==> src/design/hdcr_consts.svh <==
// Offsets, field positions, reset values and timing figures of the drive control registers
`ifndef HDCR_CONSTS_SVH
`define HDCR_CONSTS_SVH

// ****************************************
// Register map
// ****************************************
`define HDCR_OFF_CTRL_A      8'h1b
`define HDCR_OFF_CTRL_B      8'h1c
`define HDCR_CTRL_A_RST      8'h93
`define HDCR_CTRL_B_RST      8'hf5
`define HDCR_CTRL_A_RD_MASK  8'hbf

// ****************************************
// Field positions
// ****************************************
`define HDCR_BOOST_BIT       7
`define HDCR_RSVD_BIT        6
`define HDCR_BIAS_BIT        5
`define HDCR_DT_MSB          4
`define HDCR_DT_LSB          0
`define HDCR_SIGNED_BIT      7
`define HDCR_TAPER_BIT       6
`define HDCR_SAMP_MSB        5
`define HDCR_SAMP_LSB        4
`define HDCR_BLANK_MSB       3
`define HDCR_BLANK_LSB       2
`define HDCR_DECAY_MSB       1
`define HDCR_DECAY_LSB       0

// ****************************************
// Serial port
// ****************************************
// Arbitrary device address, not tied to any real part
`define HDCR_DEV_ADDR        7'h2d
`define HDCR_BYTE_BITS       4'h8

// ****************************************
// Playback levels
// ****************************************
`define HDCR_MID_LEVEL       8'h80

// ****************************************
// Timing, in ns, and clock period
// ****************************************
`define HDCR_CLK_PERIOD_NS   8
`define HDCR_LRA_BASE_NS     500000
`define HDCR_LRA_STEP_NS     100000
`define HDCR_ERM_BASE_NS     1000000
`define HDCR_ERM_STEP_NS     200000
`define HDCR_SAMP_BASE_NS    150000
`define HDCR_SAMP_STEP_NS    50000

`endif

==> src/design/hdcr_pkg.sv <==
// Types shared by the drive control register block
package hdcr_pkg;
    typedef enum logic [3:0] {
        HDCR_ST_IDLE,
        HDCR_ST_ADDR,
        HDCR_ST_ACK_ADDR,
        HDCR_ST_PTR,
        HDCR_ST_ACK_PTR,
        HDCR_ST_WDATA,
        HDCR_ST_ACK_W,
        HDCR_ST_RDATA,
        HDCR_ST_ACK_R
    } hdcr_ser_state_t;
endpackage

==> src/design/hdcr_regbus_if.sv <==
// Register access path between the serial port and the register bank
`timescale 1ns/1ps
interface hdcr_regbus_if;
    logic [7:0] addr;
    logic [7:0] wdata;
    logic       wr_stb;
    logic [7:0] rdata;
    logic       sda_oe;

    modport port (output addr, output wdata, output wr_stb, output sda_oe, input rdata);
    modport bank (input addr, input wdata, input wr_stb, input sda_oe, output rdata);
endinterface

==> src/design/hdcr_drive_ctrl.sv <==
// Drive control registers with drive timing and input interpretation
//
// What this block does
// - Bit 7 of control A (reset 1) raises the loop gain while overdrive is active.
// - Bit 5 of control A (reset 0) drives a 0.9 V common-mode bias onto the input/trigger pin.
// - A 0 in the bias bit turns the bias drive off and a 1 turns it on.
// - Bits 4 to 0 of control A (reset 0x13) give the starting drive time in resonant mode.
// - In resonant mode the drive time is the setting times 0.1 ms plus 0.5 ms.
// - In resonant mode the drive time keeps tracking the actuator, the setting only seeds it.
// - In eccentric-mass mode the back-EMF sample period is the setting times 0.2 ms plus 1 ms.
// - Bit 7 of control B picks unidirectional (0) or bidirectional (1, reset) input data.
// - Unidirectional input brakes on feedback demand and uses the sign bit as extra amplitude.
// - Unidirectional input maps 0 to no drive, half to half scale and full to full scale.
// - Bidirectional open-loop input brakes below half, is idle at half and drives positive above.
// - Control B bits 5 to 4 pick a resonance sample interval of 150, 200, 250 or 300 us.
`timescale 1ns/1ps
`include "hdcr_consts.svh"
module hdcr_drive_ctrl #(
    parameter int unsigned LRA_BASE_CYC  = `HDCR_LRA_BASE_NS / `HDCR_CLK_PERIOD_NS,
    parameter int unsigned LRA_STEP_CYC  = `HDCR_LRA_STEP_NS / `HDCR_CLK_PERIOD_NS,
    parameter int unsigned ERM_BASE_CYC  = `HDCR_ERM_BASE_NS / `HDCR_CLK_PERIOD_NS,
    parameter int unsigned ERM_STEP_CYC  = `HDCR_ERM_STEP_NS / `HDCR_CLK_PERIOD_NS,
    parameter int unsigned SAMP_BASE_CYC = `HDCR_SAMP_BASE_NS / `HDCR_CLK_PERIOD_NS,
    parameter int unsigned SAMP_STEP_CYC = `HDCR_SAMP_STEP_NS / `HDCR_CLK_PERIOD_NS
) (
    // Clock, reset, enable
    input  wire logic        clock,
    input  wire logic        resetn,
    input  wire logic        ce,
    // Serial register port
    input  wire logic        scl_in,
    input  wire logic        sda_in,
    output logic             sda_out,
    output logic             sda_oe,
    // Playback engine status
    input  wire logic        lra_mode,
    input  wire logic        closed_loop,
    input  wire logic        drive_active,
    input  wire logic [7:0]  input_level,
    input  wire logic        brake_request,
    input  wire logic        zero_cross,
    // Configuration out to the loop and front end
    output logic             overdrive_gain_boost,
    output logic             input_common_mode_bias,
    output logic             brake_gain_taper,
    output logic [1:0]       blanking_interval,
    output logic [1:0]       current_decay_interval,
    // Drive timing and amplitude
    output logic [19:0]      drive_period,
    output logic             period_tick,
    output logic             resonance_sample_tick,
    output logic [7:0]       drive_mag,
    output logic             drive_neg,
    output logic             brake_active
);
    // ****************************************
    // Register bank
    // ****************************************
    hdcr_regbus_if bus ();

    hdcr_ser_port u_ser (
        .clock  (clock),
        .resetn (resetn),
        .ce     (ce),
        .scl_in (scl_in),
        .sda_in (sda_in),
        .bus    (bus.port)
    );

    logic [7:0] ctrl_a_r, ctrl_a_nxt;
    logic [7:0] ctrl_b_r, ctrl_b_nxt;

    always_comb begin
        ctrl_a_nxt = ctrl_a_r;
        ctrl_b_nxt = ctrl_b_r;
        if (bus.wr_stb && bus.addr == `HDCR_OFF_CTRL_A) begin
            ctrl_a_nxt = bus.wdata & `HDCR_CTRL_A_RD_MASK;
        end else if (bus.wr_stb && bus.addr == `HDCR_OFF_CTRL_B) begin
            ctrl_b_nxt = bus.wdata;
        end
    end

    // Unmapped offsets read as zero
    always_comb begin
        if (bus.addr == `HDCR_OFF_CTRL_A) begin
            bus.rdata = ctrl_a_r & `HDCR_CTRL_A_RD_MASK;
        end else if (bus.addr == `HDCR_OFF_CTRL_B) begin
            bus.rdata = ctrl_b_r;
        end else begin
            bus.rdata = 8'h00;
        end
    end

    always_ff @(posedge clock) begin
        if (!resetn) begin
            ctrl_a_r <= `HDCR_CTRL_A_RST;
            ctrl_b_r <= `HDCR_CTRL_B_RST;
            sda_out  <= 1'b0;
            sda_oe   <= 1'b0;
        end else if (ce) begin
            ctrl_a_r <= ctrl_a_nxt;
            ctrl_b_r <= ctrl_b_nxt;
            sda_out  <= 1'b0;
            sda_oe   <= bus.sda_oe;
        end
    end

    // Open-drain pin only ever pulls low; the port flop adds one cycle before the pin moves
    assign overdrive_gain_boost   = ctrl_a_r[`HDCR_BOOST_BIT];
    assign input_common_mode_bias = ctrl_a_r[`HDCR_BIAS_BIT];
    assign brake_gain_taper       = ctrl_b_r[`HDCR_TAPER_BIT];
    assign blanking_interval      = ctrl_b_r[`HDCR_BLANK_MSB:`HDCR_BLANK_LSB];
    assign current_decay_interval = ctrl_b_r[`HDCR_DECAY_MSB:`HDCR_DECAY_LSB];

    // ****************************************
    // Drive period and tracking
    // ****************************************
    logic [4:0]  dt_set;
    logic [19:0] seed;
    logic [19:0] period_r, period_nxt;
    logic [19:0] meas_r, meas_nxt;
    logic [19:0] tmr_r, tmr_nxt;
    logic        ptick_r, ptick_nxt;

    assign dt_set = ctrl_a_r[`HDCR_DT_MSB:`HDCR_DT_LSB];

    always_comb begin
        if (lra_mode) begin
            seed = 20'(LRA_BASE_CYC + 32'(dt_set) * LRA_STEP_CYC);
        end else begin
            seed = 20'(ERM_BASE_CYC + 32'(dt_set) * ERM_STEP_CYC);
        end
    end

    // Tracking averages the old estimate with each measured half period, trading speed for noise immunity
    always_comb begin
        period_nxt = period_r;
        meas_nxt   = meas_r;
        tmr_nxt    = 20'h00000;
        ptick_nxt  = 1'b0;
        if (!drive_active || !lra_mode) begin
            period_nxt = seed;
            meas_nxt   = 20'h00000;
        end else if (zero_cross) begin
            period_nxt = 20'(({1'b0, period_r} + {1'b0, meas_r}) >> 1);
            meas_nxt   = 20'h00001;
        end else if (meas_r != 20'hfffff) begin
            meas_nxt = meas_r + 20'h00001;
        end
        if (drive_active) begin
            if (tmr_r >= period_r - 20'h00001) begin
                ptick_nxt = 1'b1;
            end else begin
                tmr_nxt = tmr_r + 20'h00001;
            end
        end
    end

    always_ff @(posedge clock) begin
        if (!resetn) begin
            period_r <= 20'h00000;
            meas_r   <= 20'h00000;
            tmr_r    <= 20'h00000;
            ptick_r  <= 1'b0;
        end else if (ce) begin
            period_r <= period_nxt;
            meas_r   <= meas_nxt;
            tmr_r    <= tmr_nxt;
            ptick_r  <= ptick_nxt;
        end
    end

    assign drive_period = period_r;
    assign period_tick  = ptick_r;

    // ****************************************
    // Resonance sample interval
    // ****************************************
    logic [15:0] samp_lim;
    logic [15:0] scnt_r, scnt_nxt;
    logic        stick_r, stick_nxt;

    assign samp_lim = 16'(SAMP_BASE_CYC + 32'(ctrl_b_r[`HDCR_SAMP_MSB:`HDCR_SAMP_LSB]) * SAMP_STEP_CYC);

    always_comb begin
        scnt_nxt  = 16'h0000;
        stick_nxt = 1'b0;
        if (drive_active && lra_mode) begin
            if (scnt_r >= samp_lim - 16'h0001) begin
                stick_nxt = 1'b1;
            end else begin
                scnt_nxt = scnt_r + 16'h0001;
            end
        end
    end

    always_ff @(posedge clock) begin
        if (!resetn) begin
            scnt_r  <= 16'h0000;
            stick_r <= 1'b0;
        end else if (ce) begin
            scnt_r  <= scnt_nxt;
            stick_r <= stick_nxt;
        end
    end

    assign resonance_sample_tick = stick_r;

    // ****************************************
    // Input interpretation
    // ****************************************
    logic [7:0] mag_r, mag_nxt;
    logic       neg_r, neg_nxt;
    logic       brk_r, brk_nxt;
    logic       bidir;

    assign bidir = ctrl_b_r[`HDCR_SIGNED_BIT];

    always_comb begin
        mag_nxt = 8'h00;
        neg_nxt = 1'b0;
        brk_nxt = brake_request;
        if (!bidir) begin
            mag_nxt = input_level;
        end else if (!closed_loop) begin
            brk_nxt = input_level < `HDCR_MID_LEVEL;
            if (input_level < `HDCR_MID_LEVEL) begin
                mag_nxt = {~input_level[6:0], 1'b1};
                neg_nxt = 1'b1;
            end else begin
                mag_nxt = {input_level[6:0], 1'b0};
            end
        end else if (input_level > `HDCR_MID_LEVEL) begin
            mag_nxt = {input_level[6:0], 1'b0};
        end
    end

    always_ff @(posedge clock) begin
        if (!resetn) begin
            mag_r <= 8'h00;
            neg_r <= 1'b0;
            brk_r <= 1'b0;
        end else if (ce) begin
            mag_r <= mag_nxt;
            neg_r <= neg_nxt;
            brk_r <= brk_nxt;
        end
    end

    assign drive_mag    = mag_r;
    assign drive_neg    = neg_r;
    assign brake_active = brk_r;

    // Antecedents need reset already released when sampled: the flops still take reset on the releasing edge
    logic        run;
    logic [15:0] sgap_r;
    logic        sarm_r;
    assign run = ce && resetn;

    // Cycles since the last sample tick; any register write disarms it since the interval may change
    always_ff @(posedge clock) begin
        if (!resetn || !drive_active || !lra_mode) begin
            sgap_r <= 16'h0000;
            sarm_r <= 1'b0;
        end else if (ce) begin
            sgap_r <= stick_r ? 16'h0001 : sgap_r + 16'h0001;
            sarm_r <= (sarm_r || stick_r) && !bus.wr_stb;
        end
    end
endmodule

==> src/design/hdcr_ser_port.sv <==
// Two-wire serial slave that turns bus transfers into register writes and reads
`timescale 1ns/1ps
`include "hdcr_consts.svh"
module hdcr_ser_port (
    // Clock, reset and enable
    input  wire logic    clock,
    input  wire logic    resetn,
    input  wire logic    ce,
    // Serial pins
    input  wire logic    scl_in,
    input  wire logic    sda_in,
    // Register side
    hdcr_regbus_if.port  bus
);
    hdcr_pkg::hdcr_ser_state_t st_r, st_nxt;
    logic [2:0] scl_r, scl_nxt;
    logic [2:0] sda_r, sda_nxt;
    logic [3:0] cnt_r, cnt_nxt;
    logic [7:0] sh_r, sh_nxt;
    logic [7:0] ptr_r, ptr_nxt;
    logic [7:0] wdat_r, wdat_nxt;
    logic       wr_r, wr_nxt;
    logic       oe_r, oe_nxt;
    logic       rw_r, rw_nxt;
    logic       nack_r, nack_nxt;
    logic       scl_rise, scl_fall, start, stop;

    // Stage 0 only feeds stage 1; edges are taken between stages 1 and 2
    assign scl_rise = scl_r[1] & ~scl_r[2];
    assign scl_fall = ~scl_r[1] & scl_r[2];
    assign start    = scl_r[1] & scl_r[2] & sda_r[2] & ~sda_r[1];
    assign stop     = scl_r[1] & scl_r[2] & ~sda_r[2] & sda_r[1];

    assign bus.addr   = ptr_r;
    assign bus.wdata  = wdat_r;
    assign bus.wr_stb = wr_r;
    assign bus.sda_oe = oe_r;

    always_comb begin
        scl_nxt  = {scl_r[1:0], scl_in};
        sda_nxt  = {sda_r[1:0], sda_in};
        st_nxt   = st_r;
        cnt_nxt  = cnt_r;
        sh_nxt   = sh_r;
        ptr_nxt  = ptr_r;
        wdat_nxt = wdat_r;
        wr_nxt   = 1'b0;
        oe_nxt   = oe_r;
        rw_nxt   = rw_r;
        nack_nxt = nack_r;
        if (start) begin
            st_nxt  = hdcr_pkg::HDCR_ST_ADDR;
            cnt_nxt = 4'h0;
            oe_nxt  = 1'b0;
        end else if (stop) begin
            st_nxt = hdcr_pkg::HDCR_ST_IDLE;
            oe_nxt = 1'b0;
        end else begin
            case (st_r)
                hdcr_pkg::HDCR_ST_ADDR, hdcr_pkg::HDCR_ST_PTR, hdcr_pkg::HDCR_ST_WDATA: begin
                    if (scl_rise) begin
                        sh_nxt  = {sh_r[6:0], sda_r[1]};
                        cnt_nxt = cnt_r + 4'h1;
                    end else if (scl_fall && cnt_r == `HDCR_BYTE_BITS) begin
                        cnt_nxt = 4'h0;
                        oe_nxt  = 1'b1;
                        if (st_r == hdcr_pkg::HDCR_ST_ADDR) begin
                            rw_nxt = sh_r[0];
                            if (sh_r[7:1] == `HDCR_DEV_ADDR) begin
                                st_nxt = hdcr_pkg::HDCR_ST_ACK_ADDR;
                            end else begin
                                oe_nxt = 1'b0;
                                st_nxt = hdcr_pkg::HDCR_ST_IDLE;
                            end
                        end else if (st_r == hdcr_pkg::HDCR_ST_PTR) begin
                            ptr_nxt = sh_r;
                            st_nxt  = hdcr_pkg::HDCR_ST_ACK_PTR;
                        end else begin
                            wr_nxt   = 1'b1;
                            wdat_nxt = sh_r;
                            st_nxt   = hdcr_pkg::HDCR_ST_ACK_W;
                        end
                    end
                end
                hdcr_pkg::HDCR_ST_ACK_ADDR: begin
                    if (scl_fall) begin
                        if (rw_r) begin
                            sh_nxt  = bus.rdata;
                            oe_nxt  = ~bus.rdata[7];
                            ptr_nxt = ptr_r + 8'h01;
                            st_nxt  = hdcr_pkg::HDCR_ST_RDATA;
                        end else begin
                            oe_nxt = 1'b0;
                            st_nxt = hdcr_pkg::HDCR_ST_PTR;
                        end
                    end
                end
                hdcr_pkg::HDCR_ST_ACK_PTR, hdcr_pkg::HDCR_ST_ACK_W: begin
                    if (scl_fall) begin
                        oe_nxt = 1'b0;
                        st_nxt = hdcr_pkg::HDCR_ST_WDATA;
                        if (st_r == hdcr_pkg::HDCR_ST_ACK_W) begin
                            ptr_nxt = ptr_r + 8'h01;
                        end
                    end
                end
                hdcr_pkg::HDCR_ST_RDATA: begin
                    if (scl_rise) begin
                        sh_nxt  = {sh_r[6:0], 1'b0};
                        cnt_nxt = cnt_r + 4'h1;
                    end else if (scl_fall) begin
                        if (cnt_r == `HDCR_BYTE_BITS) begin
                            oe_nxt  = 1'b0;
                            cnt_nxt = 4'h0;
                            st_nxt  = hdcr_pkg::HDCR_ST_ACK_R;
                        end else begin
                            oe_nxt = ~sh_r[7];
                        end
                    end
                end
                hdcr_pkg::HDCR_ST_ACK_R: begin
                    if (scl_rise) begin
                        nack_nxt = sda_r[1];
                    end else if (scl_fall) begin
                        if (nack_r) begin
                            st_nxt = hdcr_pkg::HDCR_ST_IDLE;
                        end else begin
                            sh_nxt  = bus.rdata;
                            oe_nxt  = ~bus.rdata[7];
                            ptr_nxt = ptr_r + 8'h01;
                            st_nxt  = hdcr_pkg::HDCR_ST_RDATA;
                        end
                    end
                end
                default: begin
                    st_nxt = hdcr_pkg::HDCR_ST_IDLE;
                end
            endcase
        end
    end

    always_ff @(posedge clock) begin
        if (!resetn) begin
            st_r   <= hdcr_pkg::HDCR_ST_IDLE;
            scl_r  <= 3'h7;
            sda_r  <= 3'h7;
            cnt_r  <= 4'h0;
            sh_r   <= 8'h00;
            ptr_r  <= 8'h00;
            wdat_r <= 8'h00;
            wr_r   <= 1'b0;
            oe_r   <= 1'b0;
            rw_r   <= 1'b0;
            nack_r <= 1'b0;
        end else if (ce) begin
            st_r   <= st_nxt;
            scl_r  <= scl_nxt;
            sda_r  <= sda_nxt;
            cnt_r  <= cnt_nxt;
            sh_r   <= sh_nxt;
            ptr_r  <= ptr_nxt;
            wdat_r <= wdat_nxt;
            wr_r   <= wr_nxt;
            oe_r   <= oe_nxt;
            rw_r   <= rw_nxt;
            nack_r <= nack_nxt;
        end
    end
endmodule

==> config.mk <==
export PLATFORM = sky130hd
export DESIGN_NAME = hdcr_drive_ctrl
export DESIGN_NICKNAME = d
export VERILOG_FILES = /design/src/design/hdcr_pkg.sv /design/src/design/hdcr_regbus_if.sv /design/src/design/hdcr_drive_ctrl.sv /design/src/design/hdcr_ser_port.sv
export VERILOG_INCLUDE_DIRS = /design/src /design/src/design
export SDC_FILE = /design/constraint.sdc
export NUM_CORES = 1
export LEC_CHECK = 0
export ABC_CLOCK_PERIOD_IN_PS = 7200
export BUFFER_PORTS_ARGS = -buffer_cell sky130_fd_sc_hd__buf_4
export CORE_UTILIZATION = 35
export CTS_CLUSTER_DIAMETER = 200
export CTS_CLUSTER_SIZE = 30
export DETAILED_ROUTE_END_ITERATION = 16
export SKIP_CTS_REPAIR_TIMING = 1
export SYNTH_ARGS = -nofsm -noshare
export SYNTH_HDL_FRONTEND = slang
export SYNTH_SLANG_ARGS = --single-unit
export TNS_END_PERCENT = 100
==> constraint.sdc <==
create_clock -name clock -period 7.2 [get_ports clock]
set_input_delay 0.72 -clock clock [delete_from_list [all_inputs] [get_ports clock]]
set_output_delay 0.72 -clock clock [all_outputs]
set_load 0.05 [all_outputs]
==> flow_summary.yaml, run 1 <==
outcome:
  outcome: "finished clean"
synthesis:
  ys_types: 92
  yosysWarningCount: 0
  ys_seq_area_share_pct: 27.8
  synth-edff-count: 0
  syn_avg_cell_area_um2: 7.97
  synth_cells: 1319
  ys_async_sr_fraction_pct: 0
  netlist_area_um2: 10500
  synth_flop_cell: "dfxtp_1"
  syn_nets: 1442
  yosys_register_bits: 146
timing:
  finalClockSkew_ps: 9.88
  final-setup-viol-count: 0
  hold_viol_final: 0
  fin_crit_ps: 4660
  finalMaxSlewViolations: 0
  min_period_over_period_pct: 64.8
  max_freq_mhz: 214
  max_slew_margin_pct: 28.4
  worstMarginPinSlew_ps: 1070
  tns_ps: 0
  setup_ws_ps: 2540
  rsz0062_at_grt: "no"
floorplan:
  die_x_um: 175
  start_util_pct: 35.6
  dieArea_um2: 30700
  fp.dieH_um: 175
  rows: 63
  ios: 59
  coreArea_um2: 29600
layout:
  stdcell_count: 1742
  mostFrequentLayoutCell: "nand2_1"
  fin_nets: 1462
  utilization_pct: 39.7
  area_delta_synth_final_pct: 11.6
  layout_common_cells: "165 x nand2_1, 146 x dfxtp_1, 123 x nor2_1"
  num_antenna_cells: 0
  drive_above_1_share_pct: 9.25
detailed_routing:
  num_vias: 9491
  drtIter0Drc: 632
  drt_pass1_iterations: 6
  routed_via_density: 5.45
  wl_um: 27800
  route.detailed.drc: 0
  antenna_left: 0
  wl_per_cell_um: 15.9
worst_setup_path:
  cp-end-kind: "register"
  rr_worst_depth: 15
  slowest_delay_ps: 820
  worstPathArrival_ps: 5020
  path_class: "register to register"
  cp_top_family: "compound AO/OA/AOI/OAI gates"
  crit_slowest_cell: "a21oi_2"
  r2r_end: "tmr_r[3]"
  critPathRequiredTime_ps: 7550
  path_cells: "nor3_1 > nand2b_1 > nor4_1 > nor3b_1 > nand3b_1 > xor2_1 > ha_1 > nor2b_1 > o21ai_0 > nand2_1 > a221oi_1 > nand4_1 > a21oi_2 > inv_1 > o21ai_0"
  cp_max_fo: 27
  r2r_setup_slack_ps: 2540
  startpoint_type: "register"
  crit_top_cell: "o21ai_0"
  path_buf_inv: 1
  r2r-start: "drive_period[2]"
worst_hold_path:
  holdPathStages: 2
  holdPathEnd: "resonance_sample_tick"
  hp-start: "resonance_sample_tick"
  hold_path_class: "register to register"
grt:
  antenna_found_initial: 1
  grt_overflow: 0
  track_usage_pct: 18.2
  grt_pass1_vias: 8851
  grt_pass1_wl_um: 45700
  grt_max_degree: 45
power:
  swShare_pct: 30.6
  clockPowerShare_pct: 45.4
  power_density_nw_per_um2: 168
  p_int_uw: 1370
  peakVddDrop_uv: 163
  p_sw_uw: 603
  power_frac_comb_pct: 11.8
  p_leak_uw: 0.00492
  p_seq_share_pct: 42.7
placement:
  place_inst: 1710
  port_buffers: 57
  gp_routability_congestion: 0.856
  pre_cts_ws_ps: 2570
  hpwl_um: 20300
clock_network:
  path_clk_slew_ps: 70
  clock_sink_count: 146
  clockBufferDepth: 2
  cts_tree: "done"
  clk-insertion-delay-late_ps: 430
  cts_max_level: 4
  cts_root_buffer: "clkbuf_16"
  cts_buffers: 17
flow_run:
  cap_violations: 0
power by group through the flow:
stage / Combinational (uW) / Sequential [uW] / Clock, uW
2_1_floorplan: 136 / 889 / 0
3_3_place_gp: 231 / 861 / 0
3_5_place_dp: 233 / 861 / 0
4_1_cts: 234 / 843 / 917
5_1_grt: 256 / 845 / 950
6_report: 233 / 843 / 897
sequential cells by signal, summed over array words and instances (netlist names), 3 cells and up:
name,count
ctrl_a_r,7
drive_period,20
tmr_r,20
u_ser.bus.addr,8
u_ser.cnt_r,4
u_ser.scl_r,3
u_ser.st_r,4
u_ser.sh_r,8
drive_mag,8
u_ser.sda_r,3
u_ser.bus.wdata,8
ctrl_b_r,8
scnt_r,16
meas_r,20
per-layer routing:
| metal | vias to the layer above | share of wire (%) | GRT usage, % |
|---|---|---|---|
| li1 | 4798 | - | - |
| met1 | 4507 | 49 | 25.0 |
| met2 | 160 | 46 | 29.7 |
| met3 | 24 | 3.4 | 2.62 |
| met4 | 2 | 1.4 | 4.93 |
| met5 | - | 0.061 | 0 |
kinds of logic after synthesis:
group,synth area share [%]
XOR/XNOR,7.65
multiplexers,3.36
AND/OR/NAND/NOR,22.4
adder cells (fa/ha/maj),12.6
flip-flops,27.8
AO/OA/AOI/OAI,21.9
other,0.0357
buffers and inverters,4.31
through the flow:
step	hold slack, ps	instance area [um2]	power [uW]
after floorplan	441	10500	1030
after global placement	453	11100	1090
after detailed placement	459	11100	1090
after CTS	470	11700	1990
after global routing	489	11700	2050
final	469	11700	1970
layout make-up:
cell class              instances  area (um2)
clock buffers                  17         425
well taps                     390         488
fillers                      3022       17800
inverters                      41         154
clock inverters                15         163
flip-flops and latches        146        2920
repair buffers                 59         443
multi-input cells            1074        7140
how the worst max path moves through the flow:
stage,from,slack [ps],endpoint,cells past startpoint
after floorplan,drive_period[2],3270,tmr_r[19],16
after global placement,drive_period[2],2760,tmr_r[3],14
after detailed placement,drive_period[2],2570,tmr_r[3],15
after CTS,drive_period[2],2540,tmr_r[3],15
after global routing,drive_period[2],1940,tmr_r[3],15
final,drive_period[2],2540,tmr_r[3],15
cells in the mapped netlist, types with 36 or more instances:
master	n	area (um2)
nor2_1	123	462
xnor2_1	48	420
xor2_1	42	368
dfxtp_1	146	2920
nand3_1	40	200
inv_1	40	150
clkbuf_1	40	150
o21ai_0	82	410
ha_1	103	1290
nand2_1	165	619
and3_1	36	225
a21oi_1	92	460
tightest hold or removal path: stages, from the launching register on:
cell	delay, ps
dfxtp_1	320
nand2_1	60
a21oi_1	50
Power figures use the tool's default switching activity.
==> run 2, diff against run 1 <==
- ABC_CLOCK_PERIOD_IN_PS: 7200 -> 4700
- clock period: 7.2 -> 4.7 ns (I/O delays scaled with it)
==> run 2 against run 1 <==
Cell area rose by 0.15%; non-clock buffer count rose by 4; register-to-register slack got worse by 2000 ps; worst setup slack got worse by 2000 ps; critical path type unchanged; first-iteration DRC count rose by 32%; global-route usage barely moved; core utilization rose by 0.059 points; fmax rose by 12%; highest routed layer unchanged; sequential cell count did not move; sequential power rose by 53%.
==> flow_summary.yaml, run 2 (synthesis results as in run 1) <==
worst_hold_path:
  holdPathStages: 3
  hold_path_class: "input port to register"
  holdPathEnd: "u_ser.sda_r[0]"
  hp-start: "sda_in"
clock_network:
  clock_sink_count: 146
  cts_root_buffer: "clkbuf_16"
  clk-insertion-delay-late_ps: 440
  clockBufferDepth: 2
  cts_buffers: 17
  cts_max_level: 4
  cts_tree: "done"
  path_clk_slew_ps: 70
timing:
  fin_crit_ps: 4150
  setup_ws_ps: 550
  max_freq_mhz: 241
  finalClockSkew_ps: 10.6
  finalMaxSlewViolations: 0
  hold_viol_final: 0
  final-setup-viol-count: 0
  tns_ps: 0
  worstMarginPinSlew_ps: 982
  min_period_over_period_pct: 88.3
  max_slew_margin_pct: 34.5
  rsz0062_at_grt: "no"
worst_setup_path:
  r2r_end: "tmr_r[12]"
  r2r_setup_slack_ps: 550
  crit_top_cell: "o21ai_0"
  cp_top_family: "simple AND/OR/NAND/NOR gates"
  critPathRequiredTime_ps: 5060
  path_class: "register to register"
  rr_worst_depth: 16
  path_buf_inv: 2
  r2r-start: "drive_period[2]"
  worstPathArrival_ps: 4510
  slowest_delay_ps: 560
  cp-end-kind: "register"
  path_cells: "nor3_1 > nand2b_1 > nor4_1 > nor3b_1 > nand3b_1 > xor2_1 > ha_1 > nor2b_1 > o21ai_0 > nand2_1 > a221oi_1 > nand4_1 > a21oi_2 > buf_4 > inv_1 > o21ai_0"
  crit_slowest_cell: "nor3b_1"
  cp_max_fo: 27
  startpoint_type: "register"
detailed_routing:
  wl_per_cell_um: 15.8
  route.detailed.drc: 0
  routed_via_density: 5.43
  num_vias: 9481
  drtIter0Drc: 837
  wl_um: 27500
  drt_pass1_iterations: 7
  antenna_left: 0
layout:
  layout_common_cells: "165 x nand2_1, 146 x dfxtp_1, 123 x nor2_1"
  multi_input_area_um2: 7140
  design_area_um2: 11800
  fin_nets: 1466
  area_delta_synth_final_pct: 11.8
  mostFrequentLayoutCell: "nand2_1"
  num_antenna_cells: 0
  fillCellCount: 3044
  drive_above_1_share_pct: 9.45
  regArea_um2: 2920
  stdcell_count: 1745
grt:
  grt_max_degree: 51
  grt_pass1_vias: 8844
  antenna_found_initial: 1
  grt_pass1_wl_um: 45900
  grt_overflow: 0
  track_usage_pct: 18.2
power:
  power_density_nw_per_um2: 256
  peakVddDrop_uv: 228
  p_leak_uw: 0.00492
  total_power_uw: 3010
flow_run:
  cap_violations: 0
placement:
  pre_cts_ws_ps: 662
  port_buffers: 57
  place_area_um2: 11200
  hpwl_um: 20200
  place_inst: 1714
  gp_routability_congestion: 0.852
outcome:
  outcome: "finished clean"
floorplan:
  coreArea_um2: 29600
  start_util_pct: 35.6
  ios: 59
  die_x_um: 175
  dieArea_um2: 30700
  rows: 63
  fp.dieH_um: 175
[run 2: through the flow]
step | hold WS (ps) | utilization, %
2_1_floorplan | 441 | -
3_3_place_gp | 454 | 37.8
3_5_place_dp | 458 | 37.8
4_1_cts | 250 | 39.8
5_1_grt | 278 | 39.8
6_report | 263 | 39.8
[run 2: area by class of cell]
| cell class | instances | area share, % |
|---|---|---|
| clock inverter | 14 | 1.28 |
| clock buffer | 17 | 3.62 |
| tap | 390 | 4.15 |
| sequential | 146 | 24.9 |
| inverter | 41 | 1.31 |
| multi-input combinational | 1074 | 60.7 |
| timing repair buffer | 63 | 4.02 |
[run 2: worst register-to-register path, stage by stage, from the launching register on]
cell and delay [ps]:
dfxtp_1 390, nor3_1 270, nand2b_1 150, nor4_1 230
nor3b_1 560, nand3b_1 180, xor2_1 180, ha_1 290
nor2b_1 130, o21ai_0 150, nand2_1 80, a221oi_1 530
nand4_1 180, a21oi_2 130, buf_4 280, inv_1 150
o21ai_0 180
[run 2: worst max-delay path by stage]
stage,startpoint,end,slack [ps],cells after the start
detailed placement,drive_period[2],tmr_r[18],660,15
CTS,drive_period[2],tmr_r[12],640,15
global route,drive_period[2],tmr_r[11],50,15
finish,drive_period[2],tmr_r[12],550,16
floorplan,drive_period[2],tmr_r[19],770,16
global placement,drive_period[2],tmr_r[19],800,15
[run 2: power by group]
part,switching (uW),internal [uW]
clock network,619,744
registers,36.2,1260
logic,229,127
total,884,2130
[run 2: layer usage]
metal | GRT usage [%] | part of all wire [%] | vias to the layer above
met2 | 29.1 | 45 | 179
met3 | 2.51 | 3.8 | 37
met1 | 25.4 | 49 | 4466
li1 | - | - | 4797
met5 | 0 | 0.062 | -
met4 | 5.65 | 1.9 | 2
